--- src/common/sar_adc_map.svh ---
`ifndef SAR_ADC_MAP_SVH
`define SAR_ADC_MAP_SVH
// Register addresses
`define ADDR_CONTROL    8'h00
`define ADDR_CONFIG     8'h01
`define ADDR_RES_HIGH   8'h02
`define ADDR_RES_LOW    8'h03
`define ADDR_INPUT_SEL  8'h04
`define ADDR_TIMER_MODE 8'h05
// Control register fields
`define CTL_ON          7
`define CTL_TRACK_LP    6
`define CTL_DONE        5
`define CTL_ACTIVE      4
`define CTL_EIGHT_BIT   3
`define CTL_SRC_HI      2
`define CTL_SRC_LO      0
// Config register fields
`define CFG_DIV_HI      7
`define CFG_DIV_LO      3
`define CFG_LEFT        2
// Reset values
`define RST_CONTROL     8'h00
`define RST_DIVIDER     5'h1f
`define RST_INPUT_SEL   6'h00
// Sequencing counts in conversion clocks
`define TRACK_CLOCKS    4'h3
`define CONV_CLOCKS     4'ha
`define LAST_BIT        4'h9
// Temperature sensor mux code
`define TEMP_SENSOR_SEL 6'h1e
`endif

--- src/common/sar_adc_pkg.sv ---
package sar_adc_pkg;
    typedef enum logic [2:0] {
        SRC_SOFTWARE, SRC_TIMER0, SRC_TIMER2, SRC_TIMER1,
        SRC_PIN, SRC_TIMER3, SRC_TIMER4, SRC_TIMER5
    } start_source_e;
    typedef enum logic [1:0] {ST_IDLE, ST_TRACK, ST_CONVERT} seq_state_e;
endpackage

--- src/core/sar_adc_sequencer.sv ---
`timescale 1ns/100ps
`include "sar_adc_map.svh"
module sar_adc_sequencer
    import sar_adc_pkg::*;
(
    input  wire logic        clk,
    input  wire logic        reset,
    input  wire logic [7:0]  addr,
    input  wire logic [7:0]  wdata,
    input  wire logic        wr,
    input  wire logic        rd,
    output logic      [7:0]  rdata,
    input  wire logic        timer0_ovf,
    input  wire logic        timer1_ovf,
    input  wire logic [3:0]  timer_low_ovf,
    input  wire logic [3:0]  timer_high_ovf,
    input  wire logic        external_start_pin,
    input  wire logic        standby,
    input  wire logic        sar_compare,
    output logic             converter_power,
    output logic             track_enable,
    output logic             sar_clock,
    output logic [9:0]       sar_trial,
    output logic             temp_sensor_route,
    output logic             done_irq
);
    import sar_adc_pkg::*;

    logic [7:0]  control_r;
    logic [4:0]  divider_r;
    logic        left_r;
    logic [5:0]  input_sel_r;
    logic [3:0]  timer16_r;
    logic [7:0]  res_high_r;
    logic [7:0]  res_low_r;
    logic        active_r;
    logic        done_r;
    logic        active_d_r;
    logic [1:0]  pin_sync_r;
    logic        pin_prev_r;
    logic [4:0]  div_cnt_r;
    logic        sar_clk_r;
    logic [3:0]  step_r;
    logic [9:0]  code_r;
    logic [9:0]  trial_r;
    logic        track_r;
    logic        irq_r;
    logic [7:0]  rdata_r;
    logic        temp_r;
    seq_state_e  state_r;
    seq_state_e  state_nxt;

    // Decoded fields
    wire         conv_on    = control_r[`CTL_ON];
    wire         lp_track   = control_r[`CTL_TRACK_LP];
    wire         eight_bit  = control_r[`CTL_EIGHT_BIT];
    wire [2:0]   src_sel    = control_r[`CTL_SRC_HI:`CTL_SRC_LO];
    wire         wr_ctl     = wr && addr == `ADDR_CONTROL;
    wire         wr_cfg     = wr && addr == `ADDR_CONFIG;
    wire         wr_isel    = wr && addr == `ADDR_INPUT_SEL;
    wire         wr_tmode   = wr && addr == `ADDR_TIMER_MODE;
    wire         sw_start   = wr_ctl && wdata[`CTL_ACTIVE];
    wire         pin_now    = pin_sync_r[1];
    wire         pin_rise   = pin_now && !pin_prev_r;

    // Timer 2..5 overflow picks byte by timer width
    wire [3:0]   tmr_ovf = (timer16_r & timer_high_ovf) |
                           (~timer16_r & timer_low_ovf);

    // Trigger selection in listed order
    logic        trig;
    always_comb begin
        unique case (start_source_e'(src_sel))
            SRC_SOFTWARE: trig = sw_start;
            SRC_TIMER0:   trig = timer0_ovf;
            SRC_TIMER2:   trig = tmr_ovf[0];
            SRC_TIMER1:   trig = timer1_ovf;
            SRC_PIN:      trig = pin_rise;
            SRC_TIMER3:   trig = tmr_ovf[1];
            SRC_TIMER4:   trig = tmr_ovf[2];
            SRC_TIMER5:   trig = tmr_ovf[3];
        endcase
    end

    // SAR tick once every divider+1 system clocks
    wire         sar_tick = div_cnt_r == divider_r;
    wire         idle     = state_r == ST_IDLE;
    wire         start    = conv_on && idle && trig;
    wire         conv_end = state_r == ST_CONVERT && sar_tick &&
                            step_r == `LAST_BIT;
    wire         pin_lp   = lp_track && src_sel == SRC_PIN;
    wire [9:0]   bit_mask = 10'h200 >> step_r;
    wire [9:0]   code_fin = sar_compare ? trial_r : (trial_r & ~bit_mask);

    // Sequencer next state
    always_comb begin
        state_nxt = state_r;
        unique case (state_r)
            ST_IDLE:
                if (start) begin
                    // Pin mode already tracked while low
                    state_nxt = (lp_track && !pin_lp) ? ST_TRACK
                                                      : ST_CONVERT;
                end
            ST_TRACK:
                if (sar_tick && step_r == `TRACK_CLOCKS - 4'h1) begin
                    state_nxt = ST_CONVERT;
                end
            ST_CONVERT:
                if (conv_end) begin
                    state_nxt = ST_IDLE;
                end
        endcase
        if (!conv_on) begin
            state_nxt = ST_IDLE;
        end
    end

    // Result formatting
    // Eight-bit mode keeps only the top code bits; unused bits stay zero
    wire [15:0]  res_right = eight_bit ? {8'h00, code_fin[9:2]}
                                       : {6'h00, code_fin};
    wire         diff_mode = timer16_r[3] & 1'b0;
    wire [15:0]  res_sext  = {{6{code_fin[9]}}, code_fin};
    wire [15:0]  res_left  = {code_fin, 6'h00};
    wire [15:0]  res_word  = eight_bit ? res_right
                           : left_r ? res_left
                           : (diff_mode ? res_sext : res_right);

    // Register file and status
    always_ff @(posedge clk) begin
        if (reset) begin
            control_r   <= `RST_CONTROL;
            divider_r   <= `RST_DIVIDER;
            left_r      <= 1'b0;
            input_sel_r <= `RST_INPUT_SEL;
            timer16_r   <= 4'h0;
            res_high_r  <= 8'h00;
            res_low_r   <= 8'h00;
            done_r      <= 1'b0;
        end else begin
            if (wr_ctl) begin
                control_r <= wdata;
            end
            if (wr_cfg) begin
                divider_r <= wdata[`CFG_DIV_HI:`CFG_DIV_LO];
                left_r    <= wdata[`CFG_LEFT];
            end
            if (wr_isel) begin
                input_sel_r <= wdata[5:0];
            end
            if (wr_tmode) begin
                timer16_r <= wdata[3:0];
            end
            if (conv_end) begin
                res_high_r <= res_word[15:8];
                res_low_r  <= res_word[7:0];
            end
            // Set wins over a software clear in the same cycle
            if (active_d_r && !active_r) begin
                done_r <= 1'b1;
            end else if (wr_ctl && !wdata[`CTL_DONE]) begin
                done_r <= 1'b0;
            end
        end
    end

    // Sequencer, divider and pin synchroniser
    always_ff @(posedge clk) begin
        if (reset) begin
            state_r    <= ST_IDLE;
            step_r     <= 4'h0;
            div_cnt_r  <= 5'h00;
            active_r   <= 1'b0;
            active_d_r <= 1'b0;
            pin_sync_r <= 2'b00;
            pin_prev_r <= 1'b0;
            trial_r    <= 10'h000;
        end else begin
            pin_sync_r <= {pin_sync_r[0], external_start_pin};
            pin_prev_r <= pin_now;
            active_d_r <= active_r;
            div_cnt_r  <= (idle || sar_tick) ? 5'h00 : div_cnt_r + 5'h01;
            state_r    <= state_nxt;
            // Busy from start until the last bit is decided
            active_r   <= start || (!idle && !conv_end && conv_on);
            if (state_nxt != state_r) begin
                step_r  <= 4'h0;
                trial_r <= 10'h200;
            end else if (sar_tick) begin
                step_r  <= step_r + 4'h1;
                if (state_r == ST_CONVERT) begin
                    trial_r <= code_fin | (bit_mask >> 1);
                end
            end
        end
    end

    // Registered outputs
    always_ff @(posedge clk) begin
        if (reset) begin
            rdata_r   <= 8'h00;
            track_r   <= 1'b0;
            sar_clk_r <= 1'b0;
            irq_r     <= 1'b0;
            temp_r    <= 1'b0;
        end else begin
            unique case (addr)
                `ADDR_CONTROL:    rdata_r <= {control_r[7:6], done_r,
                                              active_r, control_r[3:0]};
                `ADDR_CONFIG:     rdata_r <= {divider_r, left_r, 2'b00};
                `ADDR_RES_HIGH:   rdata_r <= res_high_r;
                `ADDR_RES_LOW:    rdata_r <= res_low_r;
                `ADDR_INPUT_SEL:  rdata_r <= {2'b00, input_sel_r};
                `ADDR_TIMER_MODE: rdata_r <= {4'h0, timer16_r};
                default:          rdata_r <= 8'h00;
            endcase
            // Tracking per mode; off in standby
            track_r <= conv_on && !standby && state_r != ST_CONVERT &&
                       (!lp_track || state_r == ST_TRACK ||
                        (pin_lp && !pin_now));
            sar_clk_r <= !idle && sar_tick;
            irq_r     <= active_d_r && !active_r;
            temp_r    <= input_sel_r == `TEMP_SENSOR_SEL;
        end
    end

    assign rdata             = rdata_r;
    assign converter_power   = control_r[`CTL_ON];
    assign track_enable      = track_r;
    assign sar_clock         = sar_clk_r;
    assign sar_trial         = trial_r;
    assign temp_sensor_route = temp_r;
    assign done_irq          = irq_r;

    // Active falls only with done rising next cycle
    a_done_follows: assert property (@(posedge clk) disable iff (reset)
        $fell(active_r) |=> done_r) else $error("done not set");
    a_off_idle: assert property (@(posedge clk) disable iff (reset)
        !conv_on |=> state_r == ST_IDLE) else $error("runs while off");
    a_busy_hold: assert property (@(posedge clk) disable iff (reset)
        state_r == ST_CONVERT |-> active_r) else $error("busy dropped");
    a_lp_track: assert property (@(posedge clk) disable iff (reset)
        state_r == ST_IDLE ##1 state_r == ST_TRACK |->
        state_r == ST_TRACK [*3]) else $error("short track");
    a_no_restart: assert property (@(posedge clk) disable iff (reset)
        state_r == ST_CONVERT && !conv_end && conv_on |=>
        state_r == ST_CONVERT) else $error("restarted");
    a_tick_gap: assert property (@(posedge clk) disable iff (reset)
        sar_tick && !idle |=> div_cnt_r == 5'h00) else $error("tick");
    a_se_zero: assert property (@(posedge clk) disable iff (reset)
        conv_end && !eight_bit && !left_r |=> res_high_r[7:2] == 6'h00)
        else $error("upper bits set");
    a_left_low: assert property (@(posedge clk) disable iff (reset)
        conv_end && !eight_bit && left_r |=> res_low_r[5:0] == 6'h00)
        else $error("low bits set");
endmodule

--- config.mk ---
export PLATFORM = sky130hd
export DESIGN_NAME = sar_adc_sequencer
export DESIGN_NICKNAME = d
export VERILOG_FILES = /design/src/common/sar_adc_pkg.sv /design/src/core/sar_adc_sequencer.sv
export VERILOG_INCLUDE_DIRS = /design/src /design/src/common
export SDC_FILE = /design/constraint.sdc
export NUM_CORES = 1
export LEC_CHECK = 0
export ABC_AREA = 1
export BUFFER_PORTS_ARGS = -buffer_cell sky130_fd_sc_hd__buf_2
export CAP_MARGIN = 10
export CORE_MARGIN = 4
export CORE_UTILIZATION = 57
export CTS_CLUSTER_DIAMETER = 200
export DETAILED_ROUTE_END_ITERATION = 7
export PLACE_DENSITY = 0.8
export SLEW_MARGIN = 20
export SYNTH_ARGS = -nofsm -noshare
export SYNTH_HDL_FRONTEND = slang
export SYNTH_SLANG_ARGS = --single-unit
export TNS_END_PERCENT = 20
--- constraint.sdc ---
create_clock -name clk -period 2.1 [get_ports clk]
set_input_delay 0.315 -clock clk [delete_from_list [all_inputs] [get_ports clk]]
set_output_delay 0.315 -clock clk [all_outputs]
set_load 0.02 [all_outputs]
# Word level (Yosys, flattened, before mapping)
# Cells that the tools add are included.
[word_totals] reg_bits=79 in_bits=33 out_inout_bits=23 elab_cells=114
[classes] n_addsub=2 n_eq_ne=20 shifts=1 mux=17 bitwise=7 n_reduce_logical=45
[op_table] operator="$mux W10" count=5
[op_table] operator="$pmux W8 S6" count=1
[op_table] operator="$mux W16" count=2
[op_table] operator="$logic_and A1 B1 Y1" count=22
[op_table] operator="$eq A8 B2 Y1 const B" count=2
[op_table] operator="$eq A8 B3 Y1 const B" count=2
[op_table] operator="$eq A3 B3 Y1 const B" count=4
[op_table] operator="$and A10 B10 Y10" count=1
[op_table] operator="$mux W2" count=5
[op_table] operator="$not A10 Y10" count=1
[op_table] operator="$or A10 B9 Y10" count=1
[op_table] operator="$shr A10 B4 Y10 const A" count=1
[op_table] operator="$logic_not A1 Y1" count=9
[op_table] operator="$and A4 B4 Y4" count=2
[op_table] operator="$eq A8 B1 Y1 const B" count=1
[op_table] operator="$logic_not A8 Y1" count=1
[op_table] operator="$pmux W1 S8" count=1
[op_table] operator="$eq A3 B2 Y1 const B" count=2
[op_table] operator="$eq A6 B5 Y1 const B" count=1
[op_table] operator="$pmux W2 S3" count=1
[op_table] operator="$reduce_bool A2 Y1" count=3
[op_table] operator="$add A5 B1 Y5 const B" count=1
[op_table] operator="$eq A5 B5 Y1" count=1
[op_table] operator="$add A4 B1 Y4 const B" count=1
[op_table] operator="other kinds (15)" count=21

# Longest topological paths before layout
# Gate-level depths: netlist of the first run.
[depth] ltp_word=11 depth_mapped=18

# Least setup slack after synthesis of the first run
# No wires, ideal clock.
[synth_path] kind="register to register" startpoint="register step_r[0]" endpoint="register step_r[2]" setup_time_ns=0.062 arrival_time_ns=1.771 required_ns=2.038 setup_slack_ns=0.267 stages_incl_launch_ff=18 n_path_buf=1 synth_period_minus_slack_ns=1.833 cell_sequence="dfxtp_1 -> inv_1 -> ha_1 -> inv_1 -> nor3_1 -> nand4_1 -> nand2_1 -> nand2_1 -> nand3_1 -> nand2_1 -> inv_1 -> nand2_2 -> nand2_1 -> nand2_1 -> nor2_2 -> nand2_2 -> buf_6 -> nor2_2"
[synth_between] elab_chain_len=7
[synth_lines] element="start, declared" line="sar_adc_sequencer.sv:43" text="logic [3:0] step_r;"
[synth_lines] element="start signal, assigned" line="sar_adc_sequencer.sv:191" text="step_r <= step_r + 4'h1;"
[synth_lines] element="$eq A4 B4 Y1 (no line) or $eq A4 B2 Y1 (tied branches)"
[synth_lines] element="$logic_and A1 B1 Y1, on equally long branches"
[synth_lines] element="$mux W2, on equally long branches" line="sar_adc_sequencer.sv:110, sar_adc_sequencer.sv:106"
[synth_lines] element="$pmux W2 S3" line="sar_adc_sequencer.sv:98" text="unique case (state_r)"
[synth_lines] element="$mux W2" line="sar_adc_sequencer.sv:114" text="if (!conv_on) begin"
[synth_lines] element="$ne A2 B2 Y1" line="sar_adc_sequencer.sv:187" text="if (state_nxt != state_r) begin"
[synth_lines] element="$reduce_or A2 Y1 (no line)"
# Parallel ways exist; a longest one is shown, timed or not.
# A chain may end at the register's enable or synchronous reset.

# Worst setup path after layout of the first run
[layout_path] startpoint="register step_r[0]" endpoint="register res_low_r[7]"
[layout_between] elab_chain_len=7
[layout_lines] element="$shr A10 B4 Y10" line="sar_adc_sequencer.sv:92" text="wire [9:0] bit_mask = 10'h200 >> step_r;"
[layout_lines] element="$not A10 Y10" line="sar_adc_sequencer.sv:93" text="wire [9:0] code_fin = sar_compare ? trial_r : (trial_r & ~bit_mask);"
[layout_lines] element="$and A10 B10 Y10" line="sar_adc_sequencer.sv:93"
[layout_lines] element="$mux W10" line="sar_adc_sequencer.sv:93"
[layout_lines] element="$mux W10" line="sar_adc_sequencer.sv:121" text="wire [15:0] res_right = eight_bit ? {8'h00, code_fin[9:2]}"
[layout_lines] element="$mux W16" line="sar_adc_sequencer.sv:127" text=": left_r ? res_left"
[layout_lines] element="$mux W16" line="sar_adc_sequencer.sv:126" text="wire [15:0] res_word = eight_bit ? res_right"
[layout_lines] element="end signal, assigned" line="sar_adc_sequencer.sv:157" text="res_low_r <= res_word[7:0];"
[layout_lines] element="end, declared" line="sar_adc_sequencer.sv:35" text="logic [7:0] res_low_r;"
# Parallel ways exist; a longest one is shown, timed or not.

==> impl_metrics.yaml, run 1 <==
critical_path:
  arrival_ns: 2.25
  cp.required_ns: 2.32
  worstReg2RegEnd: "res_low_r[7]$_SDFFE_PP0P_"
  end_kind: "flop"
  startpoint_type: "flop"
  r2r_cells: 12
  r2r_slack_ns: 0.07
  crit_type: "flop to flop"
  critPathLaunch: "step_r[0]$_SDFFE_PP0P_"
  rr_startpoint: "step_r[0]$_SDFFE_PP0P_"
  crit_fanout: 3
  crit_end: "res_low_r[7]$_SDFFE_PP0P_"
yosys:
  yosysTopAreaCell: "dfxtp_1"
  synth.net_count: 580
  ys_types: 32
  syn_avg_cell_area_um2: 7.16
  ys.flop_type: "dfxtp_1"
  synth_edf_count: 0
  netlist_area_um2: 3840
  synth-seq-area-share_pct: 40.1
  async_flop_share_pct: 0
  yosysWarnings: 0
  syn_inst: 537
  synth_top_area_share_pct: 40.1
  ys_ff_latch: 77
  yosys-top-cells-area: "dfxtp_1, inv_1, nand2_1"
power_and_ir_drop:
  power_density_nw_per_um2: 608
  switching_share_pct: 21.8
  p_seq_share_pct: 51.7
  internal_power_mw: 2.21
  clock_power_share_pct: 44.1
  p_leak_nw: 1.97
  comb_power_share_pct: 4.1
  p_switching_mw: 0.614
  peakVddDrop_mv: 0.330
global_route:
  grt_pass1_wl_um: 16100
  grt_max_degree: 34
  grt_pass1_vias: 3475
  grt_overflow: 0
  antenna_found_initial: 0
  grt_usage_pct: 23.9
detailed_routing:
  wl_um: 10000
  via_count: 3832
  wire_per_inst_um: 14.5
  drc: 0
  drtIter0Drc: 373
  dr.pass1.iters: 5
  postRouteAntennaNets: 0
  via_per_inst: 5.55
run:
  drv_cap: 0
cts:
  clock_latency_ns: 0.34
  cts_buffer_depth: 2
  tritoncts: "done"
  cts_root_buffer: "clkbuf_8"
  htree_levels: 3
  cts_made_buffers: 9
  cts.sinks: 77
  clk_pin_slew_ns: 0.08
sta:
  holdWs_ns: 0.142
  fin_skew_ns: 0.0113
  slew_headroom_pct: 58.7
  rsz0062_at_grt: "yes"
  drv_slew: 0
  worstMarginPinSlew_ns: 0.619
  hold_viol_final: 0
  max_freq_mhz: 492
  fin_ws_ns: 0.0657
  setup_viol: 0
  min_period_ns: 2.03
  fin_crit_sh_pct: 96.9
finish:
  fin_util_pct: 71.8
  final_nets: 651
  final_cell_area_um2: 4640
  layout_common_cells: "inv_1, nand2_1, dfxtp_1, buf_2, nor2_1"
  diodes: 0
  layout-drive-gt1-share_pct: 22.7
  final_common_cell: "inv_1"
  synthToLayoutAreaGrowth_pct: 20.6
die:
  die_w_um: 90.1
  die_y_um: 90.1
  ios: 56
  initial_utilization_pct: 59.5
  rows: 29
  die-area_um2: 8120
  core-area_um2: 6460
placed_design:
  io_buffer_count: 54
  pre_cts_slack_ns: -0.0188
  place_congestion: 0.914
  place_hpwl_um: 7250
  placed_area_um2: 4260
run_status:
  status: "finished clean"
min_path:
  hold_path.class: "input pin to flop"
## sequential cells by signal, indices dropped and copies added, names as in the netlist, 2 cells and up
| signal | cells |
|---|---|
| control_r | 6 |
| div_cnt_r | 5 |
| divider_r | 5 |
| input_sel_r | 6 |
| pin_sync_r | 2 |
| rdata | 8 |
| res_high_r | 8 |
| res_low_r | 8 |
| sar_trial | 10 |
| state_r | 2 |
| step_r | 4 |
| timer16_r | 4 |
## cell usage after synthesis (4+ instances only)
library cell	count
a221oi_1	9
nand2_2	6
nor3_1	12
nor2_1	51
o22ai_1	17
xor2_1	5
nand4_1	4
nand3_1	24
clkbuf_1	14
dfxtp_1	77
a211oi_1	12
nor2_2	13
inv_1	101
a21oi_1	33
o21ai_0	42
o211ai_1	7
a31oi_1	5
nand2_1	78
ha_1	10
## timing repair
action,4_1_cts,5_1_grt
pin swaps,0,10
endpoints found under the setup margin,11,16
setup buffers,0,4
cloned,0,1
resized for setup,1,32
hold buffers,0,0
## power by group through the flow
stage	combinational (mW)	sequential (mW)	clock, mW
finish	0.116	1.46	1.25
global route	0.128	1.46	1.35
CTS	0.108	1.46	1.27
detailed placement	0.107	1.50	0
global placement	0.104	1.50	0
floorplan	0.0504	1.50	0
## cell type report
cell class | instances | area (um2)
well taps | 77 | 96.3
inverters | 101 | 382
multi-input cells | 340 | 1890
flip-flops and latches | 77 | 1560
fillers | 534 | 1820
clock inverters | 5 | 83.8
clock buffers | 11 | 141
repair buffers | 79 | 488
## how the worst min path moves through the flow
stage                        startpoint                        to  slack [ns]  cells after the start
5_1_grt                         standby   track_enable$_SDFF_PP0_        0.14                      2
3_5_place_dp   pin_sync_r[0]$_SDFF_PP0_  pin_sync_r[1]$_SDFF_PP0_        0.40                      2
2_1_floorplan  pin_sync_r[0]$_SDFF_PP0_  pin_sync_r[1]$_SDFF_PP0_        0.39                      2
3_3_place_gp   pin_sync_r[0]$_SDFF_PP0_  pin_sync_r[1]$_SDFF_PP0_        0.39                      2
6_report                        standby   track_enable$_SDFF_PP0_        0.14                      2
4_1_cts                         standby   track_enable$_SDFF_PP0_        0.14                      2
## per-layer routing
| metal | vias to the layer above | track usage [%] | routed length (um) |
|---|---|---|---|
| li1 | 1894 | - | - |
| met3 | 22 | 5.68 | 759 |
| met5 | - | 0 | 0 |
| met4 | 0 | 9.31 | 242 |
| met2 | 162 | 39.5 | 4880 |
| met1 | 1754 | 30.1 | 4150 |
## critical path, stage by stage (launching register included)
cell and delay (ns):
dfxtp_4 0.37, inv_4 0.06, ha_4 0.11, inv_2 0.04, nor3_4 0.20, buf_4 0.14, inv_1 0.03, o21ai_0 0.31
inv_1 0.15, o22ai_1 0.14, a21oi_1 0.07, o21ai_0 0.21, a21oi_1 0.07
## per-stage QoR
step	total power, mW	setup TNS, ns	instances
floorplan	1.55	0	537
global placement	1.60	0	669
detailed placement	1.60	-0.0508	669
CTS	2.84	0	685
global route	2.93	-0.406	690
finish	2.82	0	690
## cell families after synthesis
family	count (synthesis)	share of synthesized area (%)
AO/OA/AOI/OAI	128	19.8
adder cells (fa/ha/maj)	10	3.25
AND/OR/NAND/NOR	195	22.6
XOR/XNOR	7	1.59
buffers and inverters	120	12.7
flip-flops	77	40.1
No activity file was read; power rests on OpenSTA's default activity.
==> inputs of run 2 (changes only) <==
--- a/config.mk
+++ b/config.mk
@@ -9,6 +9,7 @@
 export ABC_AREA = 1
 export BUFFER_PORTS_ARGS = -buffer_cell sky130_fd_sc_hd__buf_2
 export CAP_MARGIN = 10
+export CORE_ASPECT_RATIO = 0.9
 export CORE_MARGIN = 4
 export CORE_UTILIZATION = 57
 export CTS_CLUSTER_DIAMETER = 200
==> run 2 against run 1 <==
Worst hold slack gained 0.024 ns. Design area shrank 1.6%. Count of clock-buffer cells in the layout shrank 1. Sequential power is essentially flat. Clock power grew 4%. Final cell count grew 1.3%. Sequential cell count is the same. Worst setup slack gained 0.074 ns. Critical endpoint is now sar_trial[1]$_SDFFE_PP0P_. Largest cell class unchanged.
==> impl_metrics.yaml, run 2 (synthesis gave the netlist of run 1 again) <==
global_route:
  antenna_found_initial: 0
  grt.busiest_layer: "met2"
  grt_pass1_wl_um: 15500
  met3_usage_pct: 6.75
  grt_util_met2_pct: 38.0
  met1_usage_pct: 32.7
  grt_pass1_vias: 3356
  grt_max_degree: 34
  grt_usage_pct: 24.2
  grt_overflow: 0
sta:
  setup_viol: 0
  rsz0062_at_grt: "yes"
  min_period_ns: 1.96
  slew_headroom_pct: 63.7
  worstMarginPinSlew_ns: 0.540
  max_freq_mhz: 510
  drv_slew: 0
  fin_ws_ns: 0.140
  fin_skew_ns: 0.0133
  hold_viol_final: 0
  fin_crit_sh_pct: 93.3
detailed_routing:
  drtIter0Drc: 315
  wl_um: 9540
  postRouteAntennaNets: 0
  dr.pass1.iters: 5
  via_count: 3740
  drc: 0
  wire_per_inst_um: 13.7
  via_per_inst: 5.35
finish:
  final_common_cell: "inv_1"
  diodes: 0
  fill_cells: 560
  largest_reg_flops: 10
  layout-drive-gt1-share_pct: 21.2
  final_cell_area_um2: 4560
  layout_common_cells: "inv_1, nand2_1, dfxtp_1, buf_2, nor2_1"
  synthToLayoutAreaGrowth_pct: 18.7
  final_nets: 648
placed_design:
  place_congestion: 0.929
  io_buffer_count: 54
  place_hpwl_um: 7060
  pre_cts_slack_ns: -0.0103
  placed_area_um2: 4290
run_status:
  status: "finished clean"
die:
  die-area_um2: 8130
  core-area_um2: 6550
  ios: 56
  die_w_um: 94.6
  rows: 28
  die_y_um: 85.9
  initial_utilization_pct: 58.7
cts:
  cts_root_buffer: "clkbuf_8"
  hold_buffers: 0
  tritoncts: "done"
  cts.sinks: 77
  clock_latency_ns: 0.35
  cts_made_buffers: 9
  htree_levels: 3
  cts_buffer_depth: 2
  clk_pin_slew_ns: 0.08
power_and_ir_drop:
  fin_total_pwr_mw: 2.87
  p_leak_nw: 1.94
  peakVddDrop_mv: 0.527
  power_density_nw_per_um2: 630
critical_path:
  arrival_ns: 2.25
  startpoint_type: "flop"
  crit_type: "flop to flop"
  crit_fanout: 13
  cp.required_ns: 2.39
  end_kind: "flop"
run:
  drv_cap: 0
min_path:
  hold_path.class: "input pin to flop"
==> run 2: cell count changes in the layout (fill, tap and decap cells not counted), moves of 2 or more <==
cell,delta
ha_2,+2
clkinvlp_4,-2
clkinv_2,+2
nand2_1,+2
nor2_1,+3
nor2_4,-2
ha_4,-2
buf_4,-2
dfxtp_2,+2
dfxtp_4,-3
==> run 2: final timing paths <==
check                           startpoint                   endpoint  slack (ns)  cells past startpoint
setup / recovery    step_r[0]$_SDFFE_PP0P_  sar_trial[1]$_SDFFE_PP0P_        0.14                     17
hold / removal          external_start_pin   pin_sync_r[0]$_SDFF_PP0_        0.17                      3
setup reg to reg    step_r[0]$_SDFFE_PP0P_  sar_trial[1]$_SDFFE_PP0P_        0.14                     17
hold reg to reg   pin_sync_r[0]$_SDFF_PP0_   pin_sync_r[1]$_SDFF_PP0_        0.41                      2
==> run 2: per-layer routing <==
metal,share of wire [%],routed length [um]
met1,45,4340
met2,46,4390
met3,7.5,711
met4,1.1,103
met5,0,0
==> run 2: per-stage QoR <==
stage	utilization [%]	TNS, ns	cells	hold WS [ns]
after floorplan	-	0	537	0.388
after detailed placement	65.5	-0.0162	683	0.399
final	69.7	0	699	0.165
after CTS	69.1	0	698	0.154
after global placement	65.5	0	683	0.389
after global routing	69.7	-0.00616	699	0.166
==> run 2: layout make-up <==
type	count	area, um2	share of cell area [%]
sequential	77	1550	33.9
inverter	101	379	8.31
timing repair buffer	76	448	9.82
clock inverter	5	100	2.19
multi-input combinational	340	1850	40.5
clock buffer	10	128	2.80
tap	90	113	2.47
==> run 2: repair_timing <==
item	4_1_cts	5_1_grt
gates resized for setup	2	17
endpoints found under the setup margin	14	14
setup buffers	0	1
pin swaps	0	4
==> run 2: worst max-delay path, cell delays in order, from the launching register on <==
cell     delay (ns)
dfxtp_2        0.34
inv_2          0.06
ha_2           0.17
inv_2          0.05
nor3_4         0.19
nand4_1        0.14
nand2_1        0.11
nand2_1        0.05
nand3_1        0.06
nand2_1        0.06
inv_2          0.06
nand2_2        0.05
nand2_1        0.06
nand2_1        0.06
nor2_2         0.13
nand2_2        0.08
buf_12         0.16
nor2_1         0.08
==> run 2: power breakdown <==
group	leakage, nW	total, mW	switching [mW]	internal, mW
registers	0.623	1.46	0.00148	1.46
logic	1.20	0.106	0.0663	0.0397
clock network	0.116	1.30	0.525	0.780
==> inputs of run 3 (changes only) <==
--- a/config.mk
+++ b/config.mk
@@ -14,7 +14,7 @@
 export CORE_UTILIZATION = 57
 export CTS_CLUSTER_DIAMETER = 200
 export DETAILED_ROUTE_END_ITERATION = 7
-export PLACE_DENSITY = 0.8
+export PLACE_DENSITY = 0.9
 export SLEW_MARGIN = 20
 export SYNTH_ARGS = -nofsm -noshare
 export SYNTH_HDL_FRONTEND = slang
==> run 3 against run 2 <==
The run now ends with setup timing left. Clock power decreased by 5%. Register-to-register slack got worse by 0.14 ns. Count of clock-buffer cells in the layout unchanged. Final cell count decreased by 0.14%. Worst setup slack got worse by 0.14 ns. Clock skew increased by 0.0045 ns. Design area increased by 0.27%. Utilization increased by 0.19 points. Routed wire length increased by 9.6%. Worst hold slack got worse by 0.022 ns. Largest cell class unchanged. Largest power group unchanged.
==> impl_metrics.yaml, run 3 (synthesis gave the netlist of run 1 again) <==
global_route:
  grt_pass1_wl_um: 16300
  grt_pass1_vias: 3492
  grt_overflow: 0
  grt_max_degree: 34
  grt_usage_pct: 25.4
  antenna_found_initial: 0
finish:
  layout_common_cells: "inv_1, nand2_1, dfxtp_1, buf_2, nor2_1"
  final_nets: 646
  largest_reg_flops: 10
  layout-drive-gt1-share_pct: 22.9
  fin_util_pct: 69.8
  diodes: 0
  synthToLayoutAreaGrowth_pct: 19.0
  final_common_cell: "inv_1"
power_and_ir_drop:
  fin_total_pwr_mw: 2.81
  comb_power_share_pct: 3.9
  p_switching_mw: 0.642
  switching_share_pct: 22.9
  p_leak_nw: 1.92
  peakVddDrop_mv: 0.333
  p_seq_share_pct: 52.1
  power_density_nw_per_um2: 613
  internal_power_mw: 2.16
  clock_power_share_pct: 44.0
cts:
  htree_levels: 3
  cts_made_buffers: 9
  hold_buffers: 0
  clk_pin_slew_ns: 0.08
  clock_latency_ns: 0.37
  cts.sinks: 77
  cts_root_buffer: "clkbuf_8"
  cts_buffer_depth: 2
  tritoncts: "done"
critical_path:
  startpoint_type: "flop"
  end_kind: "flop"
  crit_type: "flop to flop"
  crit_fanout: 7
  arrival_ns: 2.40
  cp.required_ns: 2.40
die:
  core-area_um2: 6550
  die-area_um2: 8130
  die_w_um: 94.6
  die_y_um: 85.9
  rows: 28
  initial_utilization_pct: 58.7
  ios: 56
run_status:
  violations: "setup timing"
  status: "complete, but fails checks"
detailed_routing:
  via_count: 3970
  wire_per_inst_um: 15.0
  wl_um: 10500
  drtIter0Drc: 438
  postRouteAntennaNets: 0
  dr.pass1.iters: 6
  via_per_inst: 5.69
  drc: 0
sta:
  hold_viol_final: 0
  fin_skew_ns: 0.0179
  fin_crit_sh_pct: 100
  max_freq_mhz: 476
  slew_headroom_pct: 47.0
  min_period_ns: 2.10
  fin_ws_ns: -0.00111
  worstMarginPinSlew_ns: 0.794
  setup_viol: 1
  drv_slew: 0
run:
  drv_cap: 0
placed_design:
  place_congestion: 0.906
  io_buffer_count: 54
  place_hpwl_um: 7130
min_path:
  hold_path.class: "input pin to flop"
[run 3: cell types whose count changed in the layout (fill, tap and decap cells not counted), moves of 2 or more]
cell and change:
clkinvlp_4 +3, nor2_1 -3, buf_4 -2, dfxtp_1 -2
nand2_1 -2, nand2_4 +2, nand3_1 -2, nand3_2 +2
nor2_4 +2
[run 3: worst paths after layout]
check	depth (start not counted)	startpoint	slack [ns]	end
hold / removal	2	standby	0.14	track_enable$_SDFF_PP0_
setup / recovery	14	div_cnt_r[1]$_SDFF_PP0_	-0.001	sar_trial[1]$_SDFFE_PP0P_
setup reg to reg	14	div_cnt_r[1]$_SDFF_PP0_	-0.001	sar_trial[1]$_SDFFE_PP0P_
hold reg to reg	2	pin_sync_r[0]$_SDFF_PP0_	0.41	pin_sync_r[1]$_SDFF_PP0_
[run 3: worst max-delay path: stages, from the launching register on]
cell     delay [ns]
dfxtp_1        0.42
inv_1          0.08
nand2_1        0.08
nand2_1        0.07
inv_1          0.06
nand2_1        0.07
nor2_2         0.19
nand3_2        0.12
nand3_1        0.10
nand3_1        0.13
nand4_1        0.12
nand2_1        0.10
nor2_4         0.22
nand2_4        0.14
nor2_1         0.15
[run 3: timing repair]
item / CTS / global route
setup buffers: 0 / 3
gates cloned: 0 / 1
endpoints found under the setup margin: 13 / 16
resized for setup: 3 / 32
pin swaps: 0 / 8
[run 3: cell type report]
cell class | instances | area [um2]
Clock buffer | 10 | 128
Inverter | 101 | 379
Fill cell | 497 | 1980
Timing Repair Buffer | 73 | 413
Clock inverter | 6 | 87.6
Multi-Input combinational cell | 341 | 1900
Sequential cell | 77 | 1550
Tap cell | 90 | 113
[run 3: power groups by stage]
stage	logic (mW)	registers, mW	clock network, mW
after floorplan	0.0504	1.50	0
after global placement	0.0972	1.50	0
after global routing	0.118	1.46	1.30
final	0.108	1.46	1.24
after CTS	0.102	1.46	1.24
after detailed placement	0.0995	1.50	0
[run 3: per-layer routing]
layer | up-vias | GRT usage [%] | part of all wire, %
met5 | - | 0 | 0
met2 | 245 | 43.6 | 47
met1 | 1791 | 31.7 | 41
li1 | 1890 | - | -
met4 | 0 | 8.78 | 2.9
met3 | 44 | 5.44 | 9.0
[run 3: through the flow]
step	cells	TNS [ns]	worst slack, ns	hold slack (ns)	cell area (um2)
detailed placement	678	-1.07	-0.108	0.394	4240
CTS	694	0	0.0413	0.142	4470
global route	698	-2.37	-0.182	0.145	4580
finish	698	-0.00111	-0.00111	0.143	4580
floorplan	537	0	0.267	0.388	3840
global placement	678	0	0.0270	0.389	4240
